--- src/nvh_consts.vh ---
// Timing and encoding constants for the static memory port host controller
`ifndef NVH_CONSTS_VH
`define NVH_CONSTS_VH

`define NVH_CLK_PERIOD_NS      5
`define NVH_T_RC_FAST_NS       25
`define NVH_T_RC_SLOW_NS       45
`define NVH_SAVE_REQ_PULSE_NS  15
`define NVH_BUSY_SETTLE_NS     25
`define NVH_POWERUP_RESTORE_MS 20
`define NVH_CMD_PROC_US        100
`define NVH_SAVE_TIME_MS       8
`define NVH_RESTORE_TIME_US    200
`define NVH_SYNC_STAGES        2
`define NVH_SEQ_LEN            6

`define NVH_OP_READ            3'h0
`define NVH_OP_WRITE           3'h1
`define NVH_OP_SW_SAVE         3'h2
`define NVH_OP_SW_RESTORE      3'h3
`define NVH_OP_HW_SAVE         3'h4

`endif

--- src/nvh_host.v ---
// Host controller driving an asynchronous non-volatile static memory over its pins
`timescale 1ns/1ps
`include "nvh_consts.vh"

module nvh_host #(
  parameter ADDR_W       = 18,
  parameter SLOW_GRADE   = 0,
  parameter POWERUP_CYC  = `NVH_POWERUP_RESTORE_MS * 1000000 / `NVH_CLK_PERIOD_NS,
  parameter CMD_PROC_CYC = `NVH_CMD_PROC_US * 1000 / `NVH_CLK_PERIOD_NS,
  parameter SAVE_CYC     = `NVH_SAVE_TIME_MS * 1000000 / `NVH_CLK_PERIOD_NS,
  parameter RESTORE_CYC  = `NVH_RESTORE_TIME_US * 1000 / `NVH_CLK_PERIOD_NS,
  parameter [17:0] SEQ_ADDR_0       = 18'h00001,
  parameter [17:0] SEQ_ADDR_1       = 18'h00002,
  parameter [17:0] SEQ_ADDR_2       = 18'h00003,
  parameter [17:0] SEQ_ADDR_3       = 18'h00004,
  parameter [17:0] SEQ_ADDR_4       = 18'h00005,
  parameter [17:0] SEQ_SAVE_ADDR    = 18'h00006,
  parameter [17:0] SEQ_RESTORE_ADDR = 18'h00007
) (
  input  wire              SYS_CLK,
  input  wire              SRST,
  input  wire              CMD_VALID,
  input  wire [2:0]        CMD_OP,
  input  wire [ADDR_W-1:0] CMD_ADDR,
  input  wire [15:0]       CMD_WDATA,
  input  wire [1:0]        CMD_BYTE_EN,
  output reg               CMD_READY,
  output reg               RSP_VALID,
  output reg  [15:0]       RSP_RDATA,
  output reg               RSP_SUSPECT,
  output reg  [ADDR_W-1:0] MEM_ADDR,
  output reg               CHIP_SEL_N,
  output reg               WRITE_STROBE_N,
  output reg               OUTPUT_DRIVE_N,
  output reg               UPPER_BYTE_SEL_N,
  output reg               LOWER_BYTE_SEL_N,
  input  wire [15:0]       DQ_IN,
  output reg  [15:0]       DQ_OUT,
  output reg               DQ_OE,
  input  wire              STORE_BUSY_N_IN,
  output reg               STORE_BUSY_N_OUT,
  output reg               STORE_BUSY_N_OE
);

  localparam T_RC_NS  = SLOW_GRADE ? `NVH_T_RC_SLOW_NS : `NVH_T_RC_FAST_NS;
  localparam RC_CYC   = (T_RC_NS + `NVH_CLK_PERIOD_NS - 1) / `NVH_CLK_PERIOD_NS;
  localparam PULSE_CYC = (`NVH_SAVE_REQ_PULSE_NS + `NVH_CLK_PERIOD_NS - 1)
                         / `NVH_CLK_PERIOD_NS;
  localparam SETTLE_CYC = (`NVH_BUSY_SETTLE_NS + `NVH_CLK_PERIOD_NS - 1)
                          / `NVH_CLK_PERIOD_NS + `NVH_SYNC_STAGES;

  localparam [31:0] RD_SUM      = RC_CYC + `NVH_SYNC_STAGES;
  localparam [31:0] WR_SUM      = RC_CYC;
  localparam [31:0] PULSE_SUM   = PULSE_CYC;
  localparam [31:0] SETTLE_SUM  = SETTLE_CYC;
  localparam [31:0] PU_SUM      = POWERUP_CYC;
  localparam [31:0] SW_SAVE_SUM = CMD_PROC_CYC + SAVE_CYC;
  localparam [31:0] SW_REST_SUM = CMD_PROC_CYC + RESTORE_CYC;
  localparam [31:0] SEQ_SUM     = `NVH_SEQ_LEN - 1;

  localparam [22:0] RD_LEN      = RD_SUM[22:0];
  localparam [22:0] WR_LEN      = WR_SUM[22:0];
  localparam [22:0] PULSE_LEN   = PULSE_SUM[22:0];
  localparam [22:0] SETTLE_LEN  = SETTLE_SUM[22:0];
  localparam [22:0] PU_LEN      = PU_SUM[22:0];
  localparam [22:0] SW_SAVE_LEN = SW_SAVE_SUM[22:0];
  localparam [22:0] SW_REST_LEN = SW_REST_SUM[22:0];
  localparam [2:0]  SEQ_LAST    = SEQ_SUM[2:0];

  localparam [8:0] S_POWERUP = 9'h001;
  localparam [8:0] S_IDLE    = 9'h002;
  localparam [8:0] S_SETUP   = 9'h004;
  localparam [8:0] S_READ    = 9'h008;
  localparam [8:0] S_WRITE   = 9'h010;
  localparam [8:0] S_RECOV   = 9'h020;
  localparam [8:0] S_PULSE   = 9'h040;
  localparam [8:0] S_BUSYWT  = 9'h080;
  localparam [8:0] S_SWWAIT  = 9'h100;

  reg [8:0]        state;
  reg [22:0]       count;
  reg [2:0]        op;
  reg [1:0]        byte_en;
  reg [2:0]        seq_idx;
  reg [15:0]       dq_meta;
  reg [15:0]       dq_sync;
  reg              busy_meta;
  reg              busy_sync;
  reg [ADDR_W-1:0] seq_addr;

  wire seq_op = (op == `NVH_OP_SW_SAVE) || (op == `NVH_OP_SW_RESTORE);

  // Fixed address order of the command sequence
  always @* begin
    case (seq_idx)
      3'h0:    seq_addr = SEQ_ADDR_0[ADDR_W-1:0];
      3'h1:    seq_addr = SEQ_ADDR_1[ADDR_W-1:0];
      3'h2:    seq_addr = SEQ_ADDR_2[ADDR_W-1:0];
      3'h3:    seq_addr = SEQ_ADDR_3[ADDR_W-1:0];
      3'h4:    seq_addr = SEQ_ADDR_4[ADDR_W-1:0];
      default: seq_addr = (op == `NVH_OP_SW_SAVE) ? SEQ_SAVE_ADDR[ADDR_W-1:0]
                                                  : SEQ_RESTORE_ADDR[ADDR_W-1:0];
    endcase
  end

  // Pin input synchronisers
  always @(posedge SYS_CLK) begin
    if (SRST) begin
      dq_meta   <= 16'h0000;
      dq_sync   <= 16'h0000;
      busy_meta <= 1'b1;
      busy_sync <= 1'b1;
    end else begin
      dq_meta   <= DQ_IN;
      dq_sync   <= dq_meta;
      busy_meta <= STORE_BUSY_N_IN;
      busy_sync <= busy_meta;
    end
  end

  always @(posedge SYS_CLK) begin
    if (SRST) begin
      state            <= S_POWERUP;
      count            <= PU_LEN;
      op               <= `NVH_OP_READ;
      byte_en          <= 2'h0;
      seq_idx          <= 3'h0;
      CMD_READY        <= 1'b0;
      RSP_VALID        <= 1'b0;
      RSP_RDATA        <= 16'h0000;
      RSP_SUSPECT      <= 1'b0;
      MEM_ADDR         <= {ADDR_W{1'b0}};
      CHIP_SEL_N       <= 1'b1;
      WRITE_STROBE_N   <= 1'b1;
      OUTPUT_DRIVE_N   <= 1'b1;
      UPPER_BYTE_SEL_N <= 1'b1;
      LOWER_BYTE_SEL_N <= 1'b1;
      DQ_OUT           <= 16'h0000;
      DQ_OE            <= 1'b0;
      STORE_BUSY_N_OUT <= 1'b1;
      STORE_BUSY_N_OE  <= 1'b0;
    end else begin
      RSP_VALID <= 1'b0;
      case (state)
        S_POWERUP: begin
          // Device restores from non-volatile array first
          if (count <= 23'h000001) begin
            state     <= S_BUSYWT;
            count     <= SETTLE_LEN;
          end else begin
            count <= count - 23'h000001;
          end
        end
        S_IDLE: begin
          if (CMD_VALID && CMD_READY) begin
            CMD_READY <= 1'b0;
            op        <= CMD_OP;
            byte_en   <= CMD_BYTE_EN;
            seq_idx   <= 3'h0;
            DQ_OUT    <= CMD_WDATA;
            if (CMD_OP == `NVH_OP_HW_SAVE) begin
              state            <= S_PULSE;
              count            <= PULSE_LEN;
              STORE_BUSY_N_OUT <= 1'b0;
              STORE_BUSY_N_OE  <= 1'b1;
            end else begin
              state    <= S_SETUP;
              MEM_ADDR <= CMD_ADDR;
              if (CMD_OP == `NVH_OP_SW_SAVE || CMD_OP == `NVH_OP_SW_RESTORE) begin
                byte_en <= 2'h3;
              end
            end
          end else begin
            CMD_READY <= busy_sync;
          end
        end
        S_SETUP: begin
          if (seq_op) begin
            MEM_ADDR <= seq_addr;
          end
          CHIP_SEL_N       <= 1'b0;
          UPPER_BYTE_SEL_N <= ~byte_en[1];
          LOWER_BYTE_SEL_N <= ~byte_en[0];
          if (op == `NVH_OP_WRITE) begin
            state          <= S_WRITE;
            count          <= WR_LEN;
            WRITE_STROBE_N <= 1'b0;
            DQ_OE          <= 1'b1;
          end else begin
            state          <= S_READ;
            count          <= RD_LEN;
            WRITE_STROBE_N <= 1'b1;
            OUTPUT_DRIVE_N <= 1'b0;
          end
        end
        S_READ: begin
          if (count <= 23'h000001) begin
            state          <= S_RECOV;
            CHIP_SEL_N     <= 1'b1;
            OUTPUT_DRIVE_N <= 1'b1;
            if (!seq_op) begin
              RSP_VALID   <= 1'b1;
              RSP_RDATA   <= dq_sync;
              RSP_SUSPECT <= 1'b0;
            end
          end else begin
            count <= count - 23'h000001;
          end
        end
        S_WRITE: begin
          if (count <= 23'h000001) begin
            state          <= S_RECOV;
            CHIP_SEL_N     <= 1'b1;
            WRITE_STROBE_N <= 1'b1;
          end else begin
            count <= count - 23'h000001;
          end
        end
        S_RECOV: begin
          DQ_OE            <= 1'b0;
          UPPER_BYTE_SEL_N <= 1'b1;
          LOWER_BYTE_SEL_N <= 1'b1;
          if (seq_op && seq_idx != SEQ_LAST) begin
            seq_idx <= seq_idx + 3'h1;
            state   <= S_SETUP;
          end else if (seq_op) begin
            state <= S_SWWAIT;
            count <= (op == `NVH_OP_SW_SAVE) ? SW_SAVE_LEN : SW_REST_LEN;
          end else begin
            state     <= S_IDLE;
            CMD_READY <= busy_sync;
          end
        end
        S_PULSE: begin
          if (count <= 23'h000001) begin
            state            <= S_BUSYWT;
            count            <= SETTLE_LEN;
            STORE_BUSY_N_OUT <= 1'b1;
            STORE_BUSY_N_OE  <= 1'b0;
          end else begin
            count <= count - 23'h000001;
          end
        end
        S_BUSYWT: begin
          // Hold off while the device pulls busy low
          if (count != 23'h000000) begin
            count <= count - 23'h000001;
          end else if (busy_sync) begin
            state <= S_IDLE;
            if (op == `NVH_OP_HW_SAVE) begin
              RSP_VALID   <= 1'b1;
              RSP_SUSPECT <= 1'b0;
            end
          end
        end
        S_SWWAIT: begin
          if (count <= 23'h000001) begin
            state       <= S_BUSYWT;
            count       <= SETTLE_LEN;
            RSP_VALID   <= 1'b1;
            RSP_RDATA   <= dq_sync;
            RSP_SUSPECT <= 1'b1;
          end else begin
            count <= count - 23'h000001;
          end
        end
        default: begin
          state <= S_IDLE;
        end
      endcase
    end
  end

endmodule // nvh_host

--- config.mk ---
export PLATFORM = sky130hd
export DESIGN_NAME = nvh_host
export DESIGN_NICKNAME = d
export VERILOG_FILES = /design/src/nvh_host.v
export VERILOG_INCLUDE_DIRS = /design/src
export SDC_FILE = /design/constraint.sdc
export NUM_CORES = 1
export LEC_CHECK = 0
export BUFFER_PORTS_ARGS = -buffer_cell sky130_fd_sc_hd__buf_4
export CAP_MARGIN = 30
export CORE_AREA = 2 2 113 115
export DETAILED_ROUTE_END_ITERATION = 10
export DIE_AREA = 0 0 115 117
export GPL_TIMING_DRIVEN = 0
export PLACE_DENSITY = 0.7
export SETUP_SLACK_MARGIN = 0.2
export SLEW_MARGIN = 30
export SYNTH_ARGS = -nofsm -noshare
export SYNTH_HDL_FRONTEND = slang
export SYNTH_SLANG_ARGS = --single-unit
--- constraint.sdc ---
create_clock -name SYS_CLK -period 3.56 [get_ports SYS_CLK]
set_input_delay 0.356 -clock SYS_CLK [delete_from_list [all_inputs] [get_ports SYS_CLK]]
set_output_delay 0.356 -clock SYS_CLK [all_outputs]
set_load 0.03 [all_outputs]
==> results.py, run 1 <==
metrics = {
    "status": {
        "outcome": "finished clean",
    },
    "placed_design": {
        "gp_congestion": 0.9239,
        "dpl.hpwl_um": 11380,
        "portBuffers": 119,
        "place_inst": 919,
    },
    "clock_tree": {
        "post_cts_buffers": 0,
        "cts.sinks": 135,
        "clk_latency_ps": 420,
        "clk_pin_slew_worst_paths_ps": 60,
        "hold_buffers": 0,
        "tritoncts": "yes",
        "clock_path_buffers": 2,
        "cts-root-buf": "clkbuf_16",
        "cts.repair.resized": 0,
        "numCtsBuffers": 17,
        "htreeDepth": 4,
    },
    "grt": {
        "grt_pass1_wl_um": 24890,
        "antenna_found_initial": 0,
        "grt_max_degree": 17,
        "grt_pass1_vias": 5034,
        "overflow": 0,
        "grt_use_total": 0.2367,
    },
    "logic_synthesis": {
        "ys_ff_latch": 135,
        "synthFlopType": "dfxtp_1",
        "avgSynthCellArea_um2": 8.822,
        "synth.largest_area_cell": "dfxtp_1",
        "synthesis.nets": 715,
        "async_flop_share": 0,
        "synth_top_area_share": 0.4713,
        "yosys-top-cells-count": "dfxtp_1, nor2_1, nand2_1",
        "yosys-top-cells-area": "dfxtp_1, nor2_1, nor2b_1",
        "synth_edf_count": 0,
        "syn_area_mm2": 0.005734,
        "yosysWarningCount": 0,
        "netlist_instances": 650,
        "ys_seq_area_frac": 0.4713,
        "yosysMostFrequentCell": "dfxtp_1",
        "synth_cell_types": 71,
    },
    "final_layout": {
        "final_nets": 853,
        "fin_cells": 951,
        "layout-drive-gt1-share": 0.2197,
        "area_growth_syn_to_layout_pct": 29.43,
        "num_antenna_cells": 0,
    },
    "job": {
        "cap_violations": 0,
    },
    "worst_setup_path": {
        "crit_buf_inv": 2,
        "reg2reg_slack_ps": 370,
        "path_cells": "clkbuf_1 -> nor4_2 -> and4_1 -> clkbuf_1 -> nor2_1 -> a211oi_2 -> and2_1 -> a221o_1",
        "critical-path-top-delay-family": "simple AND/OR/NAND/NOR gates",
        "cp_max_fo": 9,
        "critPathKind": "register to register",
        "worstSetupEndpointType": "register",
        "r2r_start": "state[6]$_SDFFE_PP0P_",
        "crit_top_cell": "clkbuf_1",
        "slowest_stage": "nor4_2",
        "worstReg2RegEnd": "count[5]$_SDFFE_PP0P_",
        "critPathLaunch": "state[6]$_SDFFE_PP0P_",
        "rr_worst_depth": 8,
        "start_kind": "register",
        "worst_ep_required_time_ps": 3920,
        "crit_arrival_ps": 3550,
        "critPathMaxStageDelay_ps": 660,
    },
    "detailed_routing": {
        "drtIter0Drc": 419,
        "drc": 0,
        "avgRoutedWirePerCell_um": 16.58,
        "avgViaCountPerCell": 5.633,
        "wl_um": 15770,
        "antenna_left": 0,
        "via_count": 5357,
        "drtPass1Iterations": 5,
    },
    "timing": {
        "slew_violations": 0,
        "layout_min_cycle_time_ps": 3187,
        "slew_headroom": 0.4017,
        "hold_viol_final": 0,
        "worst_hold_slack_ps": 119.0,
        "fmaxAchievable_mhz": 313.8,
        "final.setup_skew_ps": 8.542,
        "setup_violations": 0,
        "period_share": 0.8951,
        "worstMarginPinSlew_ps": 890.6,
        "grt_setup_unrepaired": "no",
        "fin_tns_setup_ps": 0,
    },
    "worst_hold_path": {
        "min_from": "STORE_BUSY_N_IN",
        "holdPathStages": 2,
        "hold_path_class": "input port to register",
        "holdPathEnd": "busy_meta$_SDFF_PP1_",
    },
    "floorplan": {
        "core_area_mm2": 0.01231,
        "num_rows": 41,
        "start_util": 0.4658,
        "dieArea_mm2": 0.01346,
        "fp.dieH_um": 117,
        "pin_count": 120,
        "die_w_um": 115,
    },
    "power": {
        "peakVddDrop_v": 0.0003916,
        "combinationalPowerShare": 0.194,
        "p_per_area_mw_per_mm2": 587.8,
        "p_seq_frac": 0.392,
        "report.power.total_w": 0.004363,
        "power.switching_w": 0.001264,
        "switching_share": 0.2896,
        "pwr-share-clk": 0.414,
        "p_leak_nw": 2.938,
        "p_int_w": 0.003099,
    },
}
-- layout by cell type (no fill, tap or decap), types with 4 or more instances in the layout --
cell and instances:
o211ai_1 9, or3_1 4, nor3_1 23, ha_1 6
nand4_1 15, nand2_1 68, clkbuf_16 17, o22ai_1 4
o21ai_0 11, a22oi_1 16, a311oi_1 4, and3_1 8
and2_1 4, nor2_1 87, o31ai_1 4, nor2b_1 43
buf_4 121, a221o_1 11, mux2i_1 19, nor4_1 12
clkbuf_1 30, a31oi_1 5, a21oi_1 38, nand3_1 9
dfxtp_1 135, inv_1 10
-- state kept, by name, indices dropped and copies added (netlist names), 2 cells and up --
name,cells
state,9
byte_en,2
DQ_OUT,16
seq_idx,3
count,23
MEM_ADDR,18
dq_meta,16
dq_sync,16
op,3
RSP_RDATA,16
-- cell families (layout without fill, tap and decap cells) --
kind of cell | after synthesis | after routing | share of synthesized area
multiplexers | 19 | 19 | 0.03317
AO/OA/AOI/OAI | 134 | 134 | 0.1676
XOR/XNOR | 5 | 5 | 0.007638
AND/OR/NAND/NOR | 304 | 304 | 0.2706
flip-flops | 135 | 135 | 0.4713
adder cells (fa/ha/maj) | 6 | 6 | 0.01309
buffers and inverters | 47 | 198 | 0.03666
-- per-stage QoR --
step                      cell area (um2)  setup slack [ps]    util
after floorplan                      5734             983.0       -
after global placement               6815             517.3  0.5536
after detailed placement             6815             478.7  0.5536
after CTS                            7422             445.5  0.6028
after global routing                 7422             224.8  0.6028
final                                7422             373.4  0.6028
-- worst register-to-register path: stages, from the launching register on --
cell and delay, ps:
dfxtp_1 290, clkbuf_1 170, nor4_2 660, and4_1 270, clkbuf_1 410, nor2_1 170, a211oi_2 630, and2_1 340
a221o_1 190
-- metal layers --
layer,global-route usage,up-vias,part of all wire
met5,0,-,0
met4,0.1197,0,0.028
met3,0.05407,35,0.075
met2,0.3949,238,0.48
met1,0.2885,2472,0.42
li1,-,2612,-
-- layout make-up --
cell class,instances,area [um2]
Multi-Input combinational cell,468,2821
Buffer,36,168.9
Timing Repair Buffer,119,893.4
Fill cell,1082,4890
Sequential cell,135,2703
Inverter,11,41.29
Tap cell,150,187.7
Clock buffer,22,464.2
Clock inverter,10,142.6
-- power by group through the flow --
stage,clock [W],sequential [W],combinational [W]
4_1_cts,0.00182,0.00170,0.000828
6_report,0.00181,0.00171,0.000846
3_3_place_gp,0,0.00173,0.000807
5_1_grt,0.00189,0.00172,0.000913
3_5_place_dp,0,0.00174,0.000824
2_1_floorplan,0,0.00171,0.000610
-- worst max-delay path by stage --
stage               cells after the start                        end  slack [ps]
floorplan                               7     count[16]$_SDFFE_PP1P_         980
global placement                        7      count[7]$_SDFFE_PP0P_         520
global route                            9  MEM_ADDR[10]$_SDFFE_PP0P_         220
finish                                  8      count[5]$_SDFFE_PP0P_         370
CTS                                     8      count[5]$_SDFFE_PP0P_         450
detailed placement                      8      count[5]$_SDFFE_PP0P_         480
No activity file was read; power rests on OpenSTA's default activity.
==> inputs of run 2 (changes only) <==
--- a/config.mk
+++ b/config.mk
@@ -6,13 +6,12 @@
 export SDC_FILE = /design/constraint.sdc
 export NUM_CORES = 1
 export LEC_CHECK = 0
-export BUFFER_PORTS_ARGS = -buffer_cell sky130_fd_sc_hd__buf_4
 export CAP_MARGIN = 30
 export CORE_AREA = 2 2 113 115
 export DETAILED_ROUTE_END_ITERATION = 10
 export DIE_AREA = 0 0 115 117
+export DONT_BUFFER_PORTS = 1
 export GPL_TIMING_DRIVEN = 0
-export PLACE_DENSITY = 0.7
 export SETUP_SLACK_MARGIN = 0.2
 export SLEW_MARGIN = 30
 export SYNTH_ARGS = -nofsm -noshare
==> run 2 against run 1 <==
  * Worst setup slack worse by 22 ps
  * First-iteration DRC count is 36% lower
  * Sequential power hardly changed
  * Combinational power is 6.3% lower
  * Hold slack worse by 79 ps
  * Sequential share of layout area is 5.1 points higher
  * Register-to-register slack worse by 20 ps
  * Die area stayed put
  * Power is 3.1% lower
  * Sequential cell count stayed put
  * Global-route usage is 1.1 points lower
  * Largest power group unchanged
==> results.py, run 2 (synthesis gave the netlist of run 1 again) <==
metrics = {
    "clock_tree": {
        "clk_latency_ps": 420,
        "hold_buffers": 0,
        "numCtsBuffers": 17,
        "cts.sinks": 135,
        "clock_path_buffers": 2,
        "htreeDepth": 4,
        "cts-root-buf": "clkbuf_16",
        "clk_pin_slew_worst_paths_ps": 60,
        "tritoncts": "yes",
    },
    "timing": {
        "fin_tns_setup_ps": 0,
        "period_share": 0.9012,
        "slew_headroom": 0.4625,
        "fmaxAchievable_mhz": 311.7,
        "slew_violations": 0,
        "hold_viol_final": 0,
        "grt_setup_unrepaired": "yes",
        "layout_min_cycle_time_ps": 3208,
        "final.setup_skew_ps": 4.790,
        "worstMarginPinSlew_ps": 798.8,
        "setup_violations": 0,
        "worst_hold_slack_ps": 40.46,
    },
    "final_layout": {
        "nFillCells": 1193,
        "design_area_mm2": 0.006511,
        "ff_latch_area_mm2": 0.002703,
        "fin_cells": 831,
        "largest_register_ffs": 23,
        "top_regs": "count (23), MEM_ADDR (18)",
        "layout_commonest_cell": "dfxtp_1",
        "regMostFlops": "count",
        "multiInputGateArea_mm2": 0.002830,
        "area_growth_syn_to_layout_pct": 13.55,
        "final_cell_mix": "dfxtp_1, nor2_1, nand2_1",
        "layout-drive-gt1-share": 0.08664,
        "final_nets": 734,
        "num_antenna_cells": 0,
    },
    "power": {
        "power.switching_w": 0.001240,
        "switching_share": 0.2932,
        "p_int_w": 0.002990,
        "combinationalPowerShare": 0.188,
        "p_seq_frac": 0.405,
        "peakVddDrop_v": 0.0003125,
        "p_per_area_mw_per_mm2": 649.6,
        "report.power.total_w": 0.004230,
        "p_leak_nw": 2.321,
        "pwr-share-clk": 0.408,
    },
    "detailed_routing": {
        "drtIter0Drc": 269,
        "wl_met3_um": 1056,
        "drc": 0,
        "wl_met1_um": 6428,
        "avgViaCountPerCell": 5.822,
        "wl_met2_um": 7171,
        "wl_um": 15020,
        "via_count": 4838,
        "top_layer": "met4",
        "antenna_left": 0,
        "drtPass1Iterations": 5,
        "avgRoutedWirePerCell_um": 18.07,
    },
    "grt": {
        "grt_use_total": 0.2259,
        "overflow": 0,
        "grt_pass1_vias": 4654,
        "antenna_found_initial": 0,
        "grt_pass1_wl_um": 23360,
        "grt_max_degree": 17,
    },
    "worst_setup_path": {
        "critPathMaxStageDelay_ps": 640,
        "worstSetupEndpointType": "register",
        "path_cells": "clkbuf_1 -> nor4_2 -> and4_1 -> clkbuf_1 -> nor2_1 -> a211oi_2 -> and2_1 -> a221o_1",
        "worst_ep_required_time_ps": 3920,
        "crit_top_cell": "clkbuf_1",
        "critPathKind": "register to register",
        "start_kind": "register",
        "slowest_stage": "nor4_2",
        "cp_max_fo": 9,
        "crit_arrival_ps": 3570,
    },
    "placed_design": {
        "place_inst": 800,
        "dpl.hpwl_um": 10930,
        "place_area_mm2": 0.005922,
        "gp_congestion": 0.9353,
        "portBuffers": 0,
    },
    "floorplan": {
        "pin_count": 120,
        "num_rows": 41,
        "core_area_mm2": 0.01231,
        "fp.dieH_um": 117,
        "die_w_um": 115,
        "start_util": 0.4658,
        "dieArea_mm2": 0.01346,
    },
    "job": {
        "cap_violations": 0,
    },
    "status": {
        "outcome": "finished clean",
    },
    "worst_hold_path": {
        "hold_path_class": "input port to register",
    },
}
## run 2: final cells by class
| type | count | share of cell area |
|---|---|---|
| multi-input cells | 468 | 0.4347 |
| flip-flops and latches | 135 | 0.4151 |
| clock buffers | 21 | 0.07071 |
| well taps | 150 | 0.02882 |
| plain buffers | 36 | 0.02594 |
| clock inverters | 10 | 0.01845 |
| inverters | 11 | 0.006341 |
## run 2: routing by layer
metal | GRT usage | vias up
li1 | - | 2370
met1 | 0.2755 | 2271
met2 | 0.3659 | 167
met3 | 0.07312 | 30
met4 | 0.1020 | 0
met5 | 0 | -
## run 2: per-stage QoR
stage / setup WS (ps) / util
final: 351.6 / 0.5289
after global routing: 163.3 / 0.5289
after CTS: 406.3 / 0.5282
after detailed placement: 427.5 / 0.4810
after global placement: 453.6 / 0.4810
after floorplan: 983.0 / -
## run 2: what timing repair did
action	CTS	global route
setup buffers	0	0
resized for setup	0	1
endpoints found under the hold margin	0	0
setup endpoints to repair	0	5
## run 2: path summary, 6_finish.rpt
check                   startpoint  slack, ps               endpoint  cells past startpoint
max          state[6]$_SDFFE_PP0P_        350  count[5]$_SDFFE_PP0P_                      8
min                STORE_BUSY_N_IN         40   busy_meta$_SDFF_PP1_                      1
max reg2reg  state[6]$_SDFFE_PP0P_        350  count[5]$_SDFFE_PP0P_                      8
min reg2reg   busy_meta$_SDFF_PP1_        410   busy_sync$_SDFF_PP1_                      1
## run 2: critical path, delay by kind of cell (launching register included)
family,cells,cell delay (ps)
AND/OR/NAND/NOR,4,1420
AO/OA/AOI/OAI,2,820
buffers and inverters,2,610
flip-flops,1,290
## run 2: power by group through the flow
stage | registers, W | clock network, W | logic [W]
detailed placement | 0.00174 | 0 | 0.000777
global route | 0.00172 | 0.00183 | 0.000870
global placement | 0.00173 | 0 | 0.000767
finish | 0.00171 | 0.00172 | 0.000793
CTS | 0.00171 | 0.00175 | 0.000780
floorplan | 0.00171 | 0 | 0.000610
==> inputs of run 3 (changes only) <==
--- a/config.mk
+++ b/config.mk
@@ -7,9 +7,9 @@
 export NUM_CORES = 1
 export LEC_CHECK = 0
 export CAP_MARGIN = 30
-export CORE_AREA = 2 2 113 115
+export CORE_AREA = 2 2 116 118
 export DETAILED_ROUTE_END_ITERATION = 10
-export DIE_AREA = 0 0 115 117
+export DIE_AREA = 0 0 118 120
 export DONT_BUFFER_PORTS = 1
 export GPL_TIMING_DRIVEN = 0
 export SETUP_SLACK_MARGIN = 0.2
==> run 3 against run 2 <==
  * Non-clock buffer count stayed put
  * Combinational power is 1% lower
  * Hold slack better by 9.2 ps
  * Cell count is 3.2% higher
  * Die area is 5.2% higher
  * Sequential power hardly changed
  * Sequential cell count stayed put
  * Power is 1.5% lower
  * Global-route usage is 0.53 points lower
  * Critical path depth is 1 lower
  * First-iteration DRC count is 32% higher
  * Register-to-register slack better by 70 ps
==> results.py, run 3 (synthesis gave the netlist of run 1 again) <==
metrics = {
    "status": {
        "outcome": "finished clean",
    },
    "grt": {
        "overflow": 0,
        "grt_pass1_wl_um": 24560,
        "antenna_found_initial": 0,
        "grt_pass1_vias": 4768,
        "grt_max_degree": 17,
        "grt_use_total": 0.2206,
    },
    "timing": {
        "layout_min_cycle_time_ps": 3134,
        "final.setup_skew_ps": 7.552,
        "fmaxAchievable_mhz": 319.1,
        "setup_violations": 0,
        "grt_setup_unrepaired": "yes",
        "fin_tns_setup_ps": 0,
        "slew_violations": 0,
        "hold_viol_final": 0,
        "period_share": 0.8802,
        "worstMarginPinSlew_ps": 885.1,
        "slew_headroom": 0.4045,
    },
    "worst_setup_path": {
        "rr_worst_depth": 7,
        "start_kind": "register",
        "critPathLaunch": "count[2]$_SDFFE_PP0P_",
        "critPathMaxStageDelay_ps": 770,
        "reg2reg_slack_ps": 430,
        "r2r_start": "count[2]$_SDFFE_PP0P_",
        "worst_ep_required_time_ps": 3870,
        "path_cells": "buf_6 -> nor4_1 -> nand4_1 -> or4_1 -> nand3_2 -> nor2_1 -> o311ai_1",
        "cp-endpoint": "count[6]$_SDFFE_PP0P_",
        "crit_arrival_ps": 3450,
        "critPathKind": "register to register",
        "slowest_stage": "nor4_1",
        "worstSetupEndpointType": "register",
        "cp_max_fo": 10,
        "worstReg2RegEnd": "count[6]$_SDFFE_PP0P_",
    },
    "clock_tree": {
        "hold_buffers": 0,
        "cts.sinks": 135,
        "htreeDepth": 4,
        "tritoncts": "yes",
        "post_cts_buffers": 0,
        "cts.repair.resized": 0,
        "numCtsBuffers": 17,
        "cts-root-buf": "clkbuf_16",
        "clk_pin_slew_worst_paths_ps": 60,
        "clock_path_buffers": 2,
        "clk_latency_ps": 420,
    },
    "final_layout": {
        "area_growth_syn_to_layout_pct": 13.64,
        "top_regs": "count (23), MEM_ADDR (18)",
        "final_nets": 734,
        "ff_latch_area_mm2": 0.002703,
        "num_antenna_cells": 0,
        "layout_commonest_cell": "dfxtp_1",
        "largest_register_ffs": 23,
        "final_cell_mix": "dfxtp_1, nor2_1, nand2_1",
        "multiInputGateArea_mm2": 0.002821,
        "layout-drive-gt1-share": 0.08651,
        "regMostFlops": "count",
        "nFillCells": 1241,
        "fin_cells": 858,
    },
    "detailed_routing": {
        "wl_met1_um": 6399,
        "drtIter0Drc": 354,
        "drtPass1Iterations": 5,
        "avgViaCountPerCell": 5.628,
        "top_layer": "met4",
        "drc": 0,
        "antenna_left": 0,
        "wl_um": 15090,
        "wl_met2_um": 7221,
        "wl_met3_um": 1116,
        "avgRoutedWirePerCell_um": 17.58,
        "via_count": 4829,
    },
    "floorplan": {
        "core_area_mm2": 0.01298,
        "dieArea_mm2": 0.01416,
        "fp.dieH_um": 120,
        "start_util": 0.4418,
        "num_rows": 42,
        "die_w_um": 118,
        "pin_count": 120,
    },
    "power": {
        "p_per_area_mw_per_mm2": 639.2,
        "peakVddDrop_v": 0.0003250,
        "p_leak_nw": 2.306,
    },
    "worst_hold_path": {
        "hold_path_class": "input port to register",
    },
    "placed_design": {
        "portBuffers": 0,
        "place_inst": 826,
        "dpl.hpwl_um": 10920,
        "gp_congestion": 0.8668,
    },
    "job": {
        "cap_violations": 0,
    },
}
## run 3: cell count changes in the layout (fill, tap and decap cells not counted), sizes merged
| cell | before | now |
|---|---|---|
| clkinvlp | 2 | 4 |
| inv | 13 | 14 |
| bufinv | 2 | 1 |
| clkinv | 4 | 5 |
| clkbuf | 48 | 46 |
## run 3: worst max-delay path: cells and delay by family, from the launching register on
family | cells | cell delay, ps
simple gates | 5 | 2280
compound gates | 1 | 300
buf+inv | 1 | 130
flops | 1 | 300
## run 3: how the worst min path moves through the flow
stage | end | cells after the start | slack [ps] | start
after global placement | busy_sync$_SDFF_PP1_ | 1 | 390 | busy_meta$_SDFF_PP1_
after CTS | busy_meta$_SDFF_PP1_ | 1 | 30 | STORE_BUSY_N_IN
final | busy_meta$_SDFF_PP1_ | 1 | 50 | STORE_BUSY_N_IN
after floorplan | busy_sync$_SDFF_PP1_ | 1 | 390 | busy_meta$_SDFF_PP1_
after detailed placement | busy_sync$_SDFF_PP1_ | 1 | 410 | busy_meta$_SDFF_PP1_
after global routing | busy_meta$_SDFF_PP1_ | 1 | 30 | STORE_BUSY_N_IN
## run 3: cell type report
class,count,area share
Sequential cell,135,0.4147
Clock buffer,19,0.06797
Tap cell,176,0.03379
Clock inverter,13,0.01824
Inverter,11,0.006336
Buffer,36,0.02592
Multi-Input combinational cell,468,0.4330
## run 3: where the power goes
part	switching (W)	total, W	internal [W]
combinational	0.000476	0.000784	0.000308
sequential	0.000103	0.00171	0.00161
clock	0.000687	0.00167	0.000983
total	0.00127	0.00417	0.00290
## run 3: per-layer routing
metal	up-vias	GRT usage
met5	-	0
met1	2255	0.2582
met2	172	0.3630
met4	0	0.1099
li1	2370	-
met3	32	0.07272
## run 3: through the flow
stage                     setup WS (ps)  hold WS, ps  total power (W)  instance area, um2    util
final                             426.3        49.65         0.004165                6516  0.5020
after floorplan                   983.0        389.5         0.002320                5734       -
after detailed placement          470.5        406.5         0.002508                5954  0.4587
after global placement            516.8        394.9         0.002494                5954  0.4587
after global routing              197.1        33.11         0.004364                6516  0.5020
after CTS                         456.3        26.05         0.004179                6516  0.5020
